## config.mk

```make
export PLATFORM = sky130hd
export DESIGN_NAME = burst_cfg_device_flat
export DESIGN_NICKNAME = d
export VERILOG_FILES = /design/src/logic/burst_cfg_pkg.sv /design/src/logic/burst_cfg_if.sv /design/src/logic/burst_cfg_device.sv /design/src/logic/burst_order.sv /design/src/flat_wrapper.sv
export SDC_FILE = /design/constraint.sdc
export NUM_CORES = 1
export LEC_CHECK = 0
export ABC_AREA = 1
export BUFFER_PORTS_ARGS = -buffer_cell sky130_fd_sc_hd__clkbuf_2
export CELL_PAD_IN_SITES_DETAIL_PLACEMENT = 0
export CELL_PAD_IN_SITES_GLOBAL_PLACEMENT = 1
export CORE_ASPECT_RATIO = 0.5
export CORE_MARGIN = 4
export CORE_UTILIZATION = 41
export CTS_CLUSTER_DIAMETER = 50
export DETAILED_ROUTE_END_ITERATION = 8
export MAX_ROUTING_LAYER = met4
export PLACE_DENSITY = 0.81
export SKIP_CTS_REPAIR_TIMING = 1
export SLEW_MARGIN = 20
export SYNTH_ARGS = -nofsm -noshare
export SYNTH_HDL_FRONTEND = slang
export SYNTH_SLANG_ARGS = --single-unit
```

## constraint.sdc

```tcl
create_clock -name clk -period 4.1 [get_ports clk]
set_clock_uncertainty 0.15 [all_clocks]
set_input_delay 0.82 -clock clk [delete_from_list [all_inputs] [get_ports clk]]
set_output_delay 0.82 -clock clk [all_outputs]
set_load 0.01 [all_outputs]
```

## src/logic/burst_cfg_pkg.sv

```systemverilog
// shared constants and types for the burst configuration link
package burst_cfg_pkg;
  localparam logic [7:0] burst_reg_addr    = 8'h01;
  localparam logic [7:0] latency_reg_addr  = 8'h02;
  localparam logic [2:0] bl_pos            = 3'h0;
  localparam logic [2:0] bt_pos            = 3'h3;
  localparam logic [2:0] wc_pos            = 3'h4;
  localparam logic [2:0] wr_pos            = 3'h5;
  localparam logic [2:0] bl4_code          = 3'h2;
  localparam logic [2:0] bl8_code          = 3'h3;
  localparam logic [2:0] bl16_code         = 3'h4;
  localparam logic [2:0] wr_code_min       = 3'h1;
  localparam logic [2:0] wr_code_max       = 3'h6;
  localparam logic [3:0] wr_code_offset    = 4'h2;
  localparam logic [3:0] lat_code_min      = 4'h1;
  localparam logic [3:0] lat_code_max      = 4'h6;
  localparam logic [7:0] burst_reset_value = 8'h22;
  localparam logic [7:0] lat_reset_value   = 8'h01;
  localparam logic [10:0] x16_page_last    = 11'h7fe;
  localparam logic [10:0] x16_subpage_lo   = 11'h3fe;
  localparam logic [10:0] x16_subpage_hi   = 11'h401;
  localparam logic [10:0] x32_page_last    = 11'h3fe;
  localparam logic [10:0] low_start_last   = 11'h001;
  localparam logic [10:0] x16_col_mask     = 11'h7ff;
  localparam logic [10:0] x32_col_mask     = 11'h3ff;
  localparam logic [3:0] bl4_last_beat     = 4'h3;
  localparam logic [3:0] bl8_last_beat     = 4'h7;
  localparam logic [3:0] bl16_last_beat    = 4'hf;
  localparam logic [3:0] rl_reset_value    = 4'h3;
  localparam logic [2:0] wl_reset_value    = 3'h1;
  localparam logic [3:0] nwr_reset_value   = 4'h3;

  typedef enum logic [1:0] {
    cmd_idle  = 2'b00,
    cmd_mrw   = 2'b01,
    cmd_mrr   = 2'b10,
    cmd_burst = 2'b11
  } cmd_type;

  typedef enum logic [1:0] {
    st_idle  = 2'b00,
    st_burst = 2'b01,
    st_rec   = 2'b10
  } seq_state_type;
endpackage : burst_cfg_pkg

```

## src/logic/burst_cfg_if.sv

```systemverilog
// command link between memory controller and device sequencer
`timescale 1ns/1ps
interface burst_cfg_if;
  import burst_cfg_pkg::*;
  cmd_type     cmd;
  logic [7:0]  addr;
  logic [7:0]  wdata;
  logic [10:0] col;
  logic        write;
  logic        auto_precharge;
  logic        busy;
  logic        rd_strobe;
  logic [7:0]  rdata;
  modport ctrl (output cmd, addr, wdata, col, write, auto_precharge,
                input busy, rd_strobe, rdata);
  modport dev (input cmd, addr, wdata, col, write, auto_precharge,
               output busy, rd_strobe, rdata);
endinterface : burst_cfg_if

```

## src/logic/burst_cfg_device.sv

```systemverilog
// device end: feature registers, burst sequencer and write recovery
//
// Contract
// - burst config held in write-only register 01
// - bit 3 selects sequential or interleaved
// - bit 4 wrap control, no wrap BL4 only
// - bits 7:5 write recovery three to eight
// - write auto-precharge waits programmed recovery cycles, read auto-precharge starts on the last beat
// - controller never pairs BL16 with interleaved
// - column bit 0 forced to zero
// - sequential BL8 increments modulo eight
// - interleaved BL8 is start xor beat
// - sequential BL16 increments modulo sixteen
// - no-wrap BL4 counts linearly
// - controller avoids page-end no-wrap starts
// - x16 controller avoids sub-page straddling starts
// - latency register 02, bits 3:0 used
// - controller writes reserved bits as zero
// - reads of write-only registers still strobe
// - latency codes one to six decoded
`timescale 1ns/1ps
module burst_cfg_device (
  input  wire logic           clk,
  input  wire logic           rst,
  input  wire logic           ce,
  burst_cfg_if.dev            link,
  output logic      [10:0]    col_addr,
  output logic                col_valid,
  output logic                col_write,
  output logic                precharge_start,
  output logic      [3:0]     read_latency,
  output logic      [2:0]     write_latency,
  output logic      [3:0]     write_recovery,
  output logic                config_error
);
  import burst_cfg_pkg::*;

  logic [7:0]         burst_cfg_ff, nxt_burst_cfg;
  logic [7:0]         lat_cfg_ff, nxt_lat_cfg;
  logic               err_ff, nxt_err;
  seq_state_type      state_ff, nxt_state;
  logic [3:0]         beat_ff, nxt_beat;
  logic [3:0]         rec_ff, nxt_rec;
  logic [10:0]        start_ff, nxt_start;
  logic               wr_ff, nxt_wr;
  logic               ap_ff, nxt_ap;
  logic [10:0]        col_ff, nxt_col;
  logic               valid_ff, nxt_valid;
  logic               colw_ff, nxt_colw;
  logic               pre_ff, nxt_pre;
  logic               rstb_ff, nxt_rstb;
  logic [3:0]         rl_ff, nxt_rl;
  logic [2:0]         wl_ff, nxt_wl;
  logic [3:0]         nwr_ff, nxt_nwr;
  logic               busy_ff, nxt_busy;
  logic [10:0]        order_col;
  logic [3:0]         beats_last;
  logic [2:0]         bl_f, wr_f;
  logic [3:0]         lat_f;

  assign bl_f  = burst_cfg_ff[bl_pos +: 3];
  assign wr_f  = burst_cfg_ff[wr_pos +: 3];
  assign lat_f = lat_cfg_ff[3:0];

  burst_order u_order (
    .start_col          (start_ff),
    .beat               (beat_ff),
    .burst_length_field (bl_f),
    .burst_type_bit     (burst_cfg_ff[bt_pos]),
    .wrap_control_bit   (burst_cfg_ff[wc_pos]),
    .col                (order_col)
  );

  always_comb begin
    case (bl_f)
      bl8_code:  beats_last = bl8_last_beat;
      bl16_code: beats_last = bl16_last_beat;
      default:   beats_last = bl4_last_beat;
    endcase
  end

  // register file; mode-register commands are refused unless the sequencer is idle (mid-burst or in recovery)
  always_comb begin
    nxt_burst_cfg = burst_cfg_ff;
    nxt_lat_cfg   = lat_cfg_ff;
    nxt_err       = err_ff;
    nxt_rstb      = 1'b0;
    if (state_ff == st_idle && link.cmd == cmd_mrw) begin
      if (link.addr == burst_reg_addr) begin
        nxt_burst_cfg = link.wdata;
        // reserved codes are stored but flagged
        if (link.wdata[2:0] < bl4_code || link.wdata[2:0] > bl16_code ||
            link.wdata[7:5] < wr_code_min || link.wdata[7:5] > wr_code_max ||
            (link.wdata[4] && link.wdata[2:0] != bl4_code)) begin
          nxt_err = 1'b1;
        end
      end else if (link.addr == latency_reg_addr) begin
        nxt_lat_cfg = {4'h0, link.wdata[3:0]};
        if (link.wdata[3:0] < lat_code_min || link.wdata[3:0] > lat_code_max) begin
          nxt_err = 1'b1;
        end
      end
    end
    if (state_ff == st_idle && link.cmd == cmd_mrr) begin
      nxt_rstb = 1'b1;
    end
  end

  // latency and recovery decode
  always_comb begin
    nxt_nwr = {1'b0, wr_f} + wr_code_offset;
    nxt_rl  = lat_f + wr_code_offset;
    case (lat_f)
      4'h1:    nxt_wl = 3'h1;
      4'h2:    nxt_wl = 3'h2;
      4'h3:    nxt_wl = 3'h2;
      4'h4:    nxt_wl = 3'h3;
      4'h5:    nxt_wl = 3'h4;
      4'h6:    nxt_wl = 3'h4;
      default: nxt_wl = 3'h0;
    endcase
  end

  // burst sequencer
  always_comb begin
    nxt_state = state_ff;
    nxt_beat  = beat_ff;
    nxt_rec   = rec_ff;
    nxt_start = start_ff;
    nxt_wr    = wr_ff;
    nxt_ap    = ap_ff;
    nxt_col   = col_ff;
    nxt_valid = 1'b0;
    nxt_colw  = colw_ff;
    nxt_pre   = 1'b0;
    case (state_ff)
      st_idle: begin
        if (link.cmd == cmd_burst) begin
          nxt_start = {link.col[10:1], 1'b0};
          nxt_wr    = link.write;
          nxt_ap    = link.auto_precharge;
          nxt_beat  = 4'h0;
          nxt_state = st_burst;
        end
      end
      st_burst: begin
        nxt_col   = order_col;
        nxt_colw  = wr_ff;
        nxt_valid = 1'b1;
        nxt_beat  = beat_ff + 4'h1;
        if (beat_ff == beats_last) begin
          if (wr_ff && ap_ff) begin
            nxt_rec   = nwr_ff;
            nxt_state = st_rec;
          end else begin
            nxt_pre   = ap_ff;
            nxt_state = st_idle;
          end
        end
      end
      st_rec: begin
        nxt_rec = rec_ff - 4'h1;
        if (rec_ff == 4'h1) begin
          nxt_pre   = 1'b1;
          nxt_state = st_idle;
        end
      end
      default: nxt_state = st_idle;
    endcase
    // registered so the link sees busy straight from a flop
    nxt_busy = (nxt_state != st_idle);
  end

  always_ff @(posedge clk) begin
    if (rst) begin
      burst_cfg_ff <= burst_reset_value;
      lat_cfg_ff   <= lat_reset_value;
      err_ff       <= 1'b0;
      state_ff     <= st_idle;
      beat_ff      <= 4'h0;
      rec_ff       <= 4'h0;
      start_ff     <= 11'h000;
      wr_ff        <= 1'b0;
      ap_ff        <= 1'b0;
      col_ff       <= 11'h000;
      valid_ff     <= 1'b0;
      colw_ff      <= 1'b0;
      pre_ff       <= 1'b0;
      rstb_ff      <= 1'b0;
      rl_ff        <= rl_reset_value;
      wl_ff        <= wl_reset_value;
      nwr_ff       <= nwr_reset_value;
      busy_ff      <= 1'b0;
    end else if (ce) begin
      burst_cfg_ff <= nxt_burst_cfg;
      lat_cfg_ff   <= nxt_lat_cfg;
      err_ff       <= nxt_err;
      state_ff     <= nxt_state;
      beat_ff      <= nxt_beat;
      rec_ff       <= nxt_rec;
      start_ff     <= nxt_start;
      wr_ff        <= nxt_wr;
      ap_ff        <= nxt_ap;
      col_ff       <= nxt_col;
      valid_ff     <= nxt_valid;
      colw_ff      <= nxt_colw;
      pre_ff       <= nxt_pre;
      rstb_ff      <= nxt_rstb;
      rl_ff        <= nxt_rl;
      wl_ff        <= nxt_wl;
      nwr_ff       <= nxt_nwr;
      busy_ff      <= nxt_busy;
    end
  end

  // write-only registers: read data is don't-care, driven as zero
  assign link.rdata     = 8'h00;
  assign link.rd_strobe = rstb_ff;
  assign link.busy      = busy_ff;
  assign col_addr        = col_ff;
  assign col_valid       = valid_ff;
  assign col_write       = colw_ff;
  assign precharge_start = pre_ff;
  assign read_latency    = rl_ff;
  assign write_latency   = wl_ff;
  assign write_recovery  = nwr_ff;
  assign config_error    = err_ff;
endmodule : burst_cfg_device

```

## src/logic/burst_order.sv

```systemverilog
// column order generator for one beat of a burst
`timescale 1ns/1ps
module burst_order (
  input  wire logic [10:0] start_col,
  input  wire logic [3:0]  beat,
  input  wire logic [2:0]  burst_length_field,
  input  wire logic        burst_type_bit,
  input  wire logic        wrap_control_bit,
  output logic      [10:0] col
);
  import burst_cfg_pkg::*;
  logic [10:0] base;
  always_comb begin
    base = {start_col[10:1], 1'b0};
    col  = base;
    if (wrap_control_bit) begin
      col = base + {7'h00, beat};
    end else if (burst_length_field == bl16_code) begin
      col = {base[10:4], base[3:0] + beat};
    end else if (burst_length_field == bl8_code) begin
      if (burst_type_bit) begin
        col = {base[10:3], base[2:0] ^ beat[2:0]};
      end else begin
        col = {base[10:3], base[2:0] + beat[2:0]};
      end
    end else begin
      col = {base[10:2], base[1:0] + beat[1:0]};
    end
  end
endmodule : burst_order

```

## src/flat_wrapper.sv

```systemverilog
// flat-port wrapper written by rule: the top's interface ports become plain ports
module burst_cfg_device_flat import burst_cfg_pkg::*;
  (clk, rst, ce, col_addr, col_valid, col_write, precharge_start, read_latency, write_latency, write_recovery, config_error, link_cmd, link_addr, link_wdata, link_col, link_write, link_auto_precharge, link_busy, link_rd_strobe, link_rdata);
  burst_cfg_if link_i ();
  input  wire logic clk;
  input  wire logic rst;
  input  wire logic ce;
  output logic      [10:0] col_addr;
  output logic col_valid;
  output logic col_write;
  output logic precharge_start;
  output logic      [3:0] read_latency;
  output logic      [2:0] write_latency;
  output logic      [3:0] write_recovery;
  output logic config_error;
  input wire logic [$bits(link_i.cmd)-1:0] link_cmd;
  input wire logic [$bits(link_i.addr)-1:0] link_addr;
  input wire logic [$bits(link_i.wdata)-1:0] link_wdata;
  input wire logic [$bits(link_i.col)-1:0] link_col;
  input wire logic [$bits(link_i.write)-1:0] link_write;
  input wire logic [$bits(link_i.auto_precharge)-1:0] link_auto_precharge;
  output wire logic [$bits(link_i.busy)-1:0] link_busy;
  output wire logic [$bits(link_i.rd_strobe)-1:0] link_rd_strobe;
  output wire logic [$bits(link_i.rdata)-1:0] link_rdata;
  assign link_i.cmd = link_cmd;
  assign link_i.addr = link_addr;
  assign link_i.wdata = link_wdata;
  assign link_i.col = link_col;
  assign link_i.write = link_write;
  assign link_i.auto_precharge = link_auto_precharge;
  assign link_busy = link_i.busy;
  assign link_rd_strobe = link_i.rd_strobe;
  assign link_rdata = link_i.rdata;
  burst_cfg_device u_core (.clk(clk), .rst(rst), .ce(ce), .link(link_i), .col_addr(col_addr), .col_valid(col_valid), .col_write(col_write), .precharge_start(precharge_start), .read_latency(read_latency), .write_latency(write_latency), .write_recovery(write_recovery), .config_error(config_error));
endmodule
```

# Word level (Yosys, flattened, before mapping)
# Index checks and enable logic that the tools add are counted.
totals:
  ff_bits: 62
  output_inout_bits: 36
  word_cells: 106
op_classes:
  addsub: 8
  n_lt_le_gt_ge: 6
  n_eq_ne: 22
  n_mux: 26
  bitwise: 2
  reduce_logical: 24
ops:
  columns: ["cell", "n"]
  rows:
  - ["$pmux 4 s2", 3]
  - ["$mux 4", 4]
  - ["$eq 4x3->1 const B", 3]
  - ["$pmux 3 s4", 1]
  - ["$add 11x4->11", 1]
  - ["$mux 11", 1]
  - ["$reduce_bool 2->1", 5]
  - ["$mux 1", 9]
  - ["$reduce_and 3->1", 3]
  - ["$eq 4x1->1 const B", 2]
  - ["$eq 4x2->1 const B", 2]
  - ["$eq 8x1->1 const B", 1]
  - ["$eq 8x2->1 const B", 1]
  - ["$mux 2", 4]
  - ["$reduce_and 4->1", 2]
  - ["$eq 2x2->1 const B", 3]
  - ["$gt 3x3->1 const B", 2]
  - ["$mux 3", 2]
  - ["$pmux 2 s3", 1]
  - ["$logic_or 1x1->1", 5]
  - ["$reduce_and 5->1", 1]
  - ["$add 3x2->4 const B", 1]
  - ["$add 4x1->4 const B", 1]
  - ["$add 4x2->4 const B", 1]
  - ["22 further kinds", 29]

# Longest topological paths before layout
depth:
  ltp_word: 7
  ltp_mapped: 12

# Cells and area by module
# A second synthesis with hierarchy kept.
hier_totals:
  cells_unflattened: 454
  hier_area_um2: 3170.5
modules_own_cells:
  columns: ["module", "n_inst", "cells_per_inst", "area_each_um2"]
  rows:
  - ["burst_cfg_device", 1, 377, 2768.9]
  - ["burst_order", 1, 77, 401.6]

# Worst setup path before layout
# Ideal clock, no wire load.
synth_path:
  kind: "register to register"
  from: "register u_core.beat_ff[1]"
  to: "register u_core.col_ff[9] (netlist: u_core.col_addr[9])"
  setup_ns: 0.120
  arrival_time_ns: 1.745
  required_time_ns: 3.830
  setup_slack_ns: 2.085
  path_stages_with_launch: 10
  n_path_buf: 0
  cell_sequence: "dfxtp_1 ha_1 inv_1 fa_1 or2_1 nand2_1 nand4_1 nor2_1 xor2_1 a21oi_1"
synth_via:
  elab_chain_cells: 2
synth_lines:
  columns: ["element", "line_no", "rtl"]
  rows:
  - ["start, declared", "burst_cfg_device.sv:42", "logic [3:0] beat_ff, nxt_beat;"]
  - ["start signal, assigned", "burst_cfg_device.sv:199", "beat_ff <= nxt_beat;"]
  - ["$add 11x4->11", "burst_order.sv:17", "col = base + {7'h00, beat};"]
  - ["$mux 11", "burst_order.sv:16", "if (wrap_control_bit) begin"]
  - ["end signal, assigned", "burst_cfg_device.sv:204", "col_ff <= nxt_col;"]
  - ["end, declared", "burst_cfg_device.sv:47", "logic [10:0] col_ff, nxt_col;"]
# No other way between the ends.
# A chain may end at the register's enable or synchronous reset.

# Final worst setup path
# Same ends and word-level chain as after synthesis.

==> run metrics <==
Async S/R FF share, synth 0; post-synth top area share 0.4092; die area 0.008921 mm^2; largest net degree at the start of global routing 27; global-route wire length before repair 11.90 mm; GR Overflow Total 0; Crit Path Class flip-flop to flip-flop; gr usage total 0.1798; Seq/Total Area, Yosys 0.4092; Peak VDD IR 190.2 uV; final instance count without filler cells 564; CP max FO 4; overall power 0.001520 W; clock transition at the registers of the reported paths 50 ps; worst stage delay on the critical path 430 ps; Syn Area/Cell 7.415 um^2; Core Region 0.006937 mm^2; Required @ worst endpoint 4150 ps; Yosys cell types 39; PD cells 414.5 mW/mm^2; worst path cell trace ha_1 > inv_1 > fa_1 > or2_1 > nand2_1 > nand4_1 > nor2_1 > xor2_1 > a21oi_1; placed cell count 548; Yosys reg bits 62; diodes inserted 0; Tmin final 2265 ps; Port Buf Inserts 60; maxcap violations 0; Final nets 514; Placer Congestion 0.8003; fraction of layout instances using a drive strength above 1 0.2055; DRT iter0 DRCs 148; final period utilization 0.5524; worst slew pin tran 646.0 ps; CTS sink count 62; Final Hold Viols 0; H-tree depth 3; slowest CP cell fa_1; worst skew pair latency 320 ps; area leader, netlist dfxtp_1; Avg WL per Cell 12.58 um; worst min-delay path class flip-flop to flip-flop; hold_ws 298.4 ps; CTS tree yes; unrepaired setup endpoints after global routing no; # setup viols final 0; initial core utilization 0.4372; maximum buffer depth of the clock tree 2; DIE WIDTH 129.6 um; Post-DP HPWL 5.265 mm; LEAKAGE 1.694 nW; synth top area cells dfxtp_1, o21ai_0, nor2_1; Synth Warn # 0; DR DRC count 0; vias in the first global route 2,428; Die H 68.82 um; initial antenna violation count 0; final WL 7.097 mm; CTS root buf clkbuf_16; Pre-Repair DR Iteration Count 4; row count 21; Slew Viols, Final 0; Slew headroom 0.5689; Worst EP arrival 2320 ps; status finished, final reports clean; Critical Path Start Type flip-flop; Ports 70; Peak Freq 441.5 MHz; Detail Route Antenna Nets 0; via-per-instance ratio 4.660; Top FF cell, synth dfxtp_1; Mapped Area 0.003033 mm^2; Post-synth EDFFs 0; Fin Setup TNS 0 ps; CP Capture Type flip-flop; via count 2,628; area delta synth->final 20.96%; TritonCTS buffer count 9; reg2reg setup slack 1830 ps; synthesized instance count 409
-- power breakdown --
group / switching (W) / internal [W] / total (W)
combinational: 0.0000758 / 0.0000456 / 0.000121
clock: 0.000260 / 0.000502 / 0.000762
sequential: 0.0000135 / 0.000623 / 0.000637
-- cell type report --
cell class,instances,area [um^2]
Fill cell,696,3268
Multi-Input combinational cell,290,1540
Sequential cell,62,1241
Timing Repair Buffer,61,307.8
Clock buffer,13,260.3
Inverter,43,161.4
Tap cell,92,115.1
Clock inverter,3,42.54
-- final timing paths --
path                                    start                               end  cells after the start
max            u_core.beat_ff[1]$_SDFFE_PP0P_   u_core.col_addr[9]$_SDFFE_PP0P_                      9
min          u_core.config_error$_SDFFE_PP0P_  u_core.config_error$_SDFFE_PP0P_                      2
max reg2reg    u_core.beat_ff[1]$_SDFFE_PP0P_   u_core.col_addr[9]$_SDFFE_PP0P_                      9
min reg2reg  u_core.config_error$_SDFFE_PP0P_  u_core.config_error$_SDFFE_PP0P_                      2
-- synth_stat cells (2+ instances only) --
cell      count
o211ai_1      7
xnor2_1       2
buf_4         8
nand2_1      57
nor2_1       58
nand3_1      19
nor2_2        4
inv_2         8
nand4_1       3
a21oi_1      37
buf_2         5
ha_1         12
o21ai_1       3
o21ai_0      52
xor2_1        7
nand2_4       2
dfxtp_1      62
clkbuf_1      6
nand2_2       3
inv_1        35
-- metrics by stage --
step                      worst slack, ps    util  instance area [um^2]
after global routing                 1652  0.5289                  3669
after detailed placement             1551  0.4852                  3366
final                                1835  0.5289                  3669
after global placement               1561  0.4852                  3366
after floorplan                      2085       -                  3059
after CTS                            1843  0.5289                  3669
-- cells by family (layout without fill, tap and decap cells) --
group / after synthesis / in the layout / share of synthesized area
compound gates: 108 / 108 / 0.1935
xor+xnor: 9 / 9 / 0.02599
buf+inv: 64 / 120 / 0.09158
other cells: 1 / 8 / 0.001236
simple gates: 152 / 152 / 0.2224
flops: 62 / 62 / 0.4092
fa+ha+maj: 13 / 13 / 0.05610
-- sequential cells by signal (all words and copies together), names as in the netlist, 2 cells and up --
register	flops
u_core.beat_ff	4
u_core.burst_cfg_ff	8
u_core.col_addr	11
u_core.lat_cfg_ff	4
u_core.read_latency	4
u_core.rec_ff	4
u_core.start_ff	10
u_core.state_ff	2
u_core.write_latency	3
u_core.write_recovery	4
-- placed cells by master, fill, tap and decap left out, types with 2 or more instances in the layout --
master,Yosys,final
a21oi_1,37,37
clkbuf_1,6,2
clkbuf_16,0,9
clkbuf_2,1,60
clkbuf_8,0,2
conb_1,1,8
dfxtp_1,62,62
ha_1,12,12
inv_1,35,35
inv_2,8,8
nand2_1,57,57
nand2_2,3,3
nand2_4,2,2
nand3_1,19,19
nand4_1,3,3
nor2_1,58,58
nor2_2,4,4
o211ai_1,7,7
o21ai_0,52,52
o21ai_1,3,3
xnor2_1,2,2
xor2_1,7,7
-- metal layers --
metal	part of all wire	track usage	up-vias
met4	0.0068	0.05829	0
li1	-	-	1453
met1	0.54	0.2484	1114
met5	0	-	-
met3	0.053	0.05077	5
met2	0.40	0.2532	56
-- critical path: cells and delay by family (launching register included) --
kind / cells / cell delay (ps)
buffers and inverters: 1 / 70
and+or+nand+nor: 4 / 650
DFF: 1 / 390
AOI/OAI and AO/OA: 1 / 80
adders and majority gates: 2 / 640
xor gates and xnor gates: 1 / 170
(Power assumes the default switching activity.)
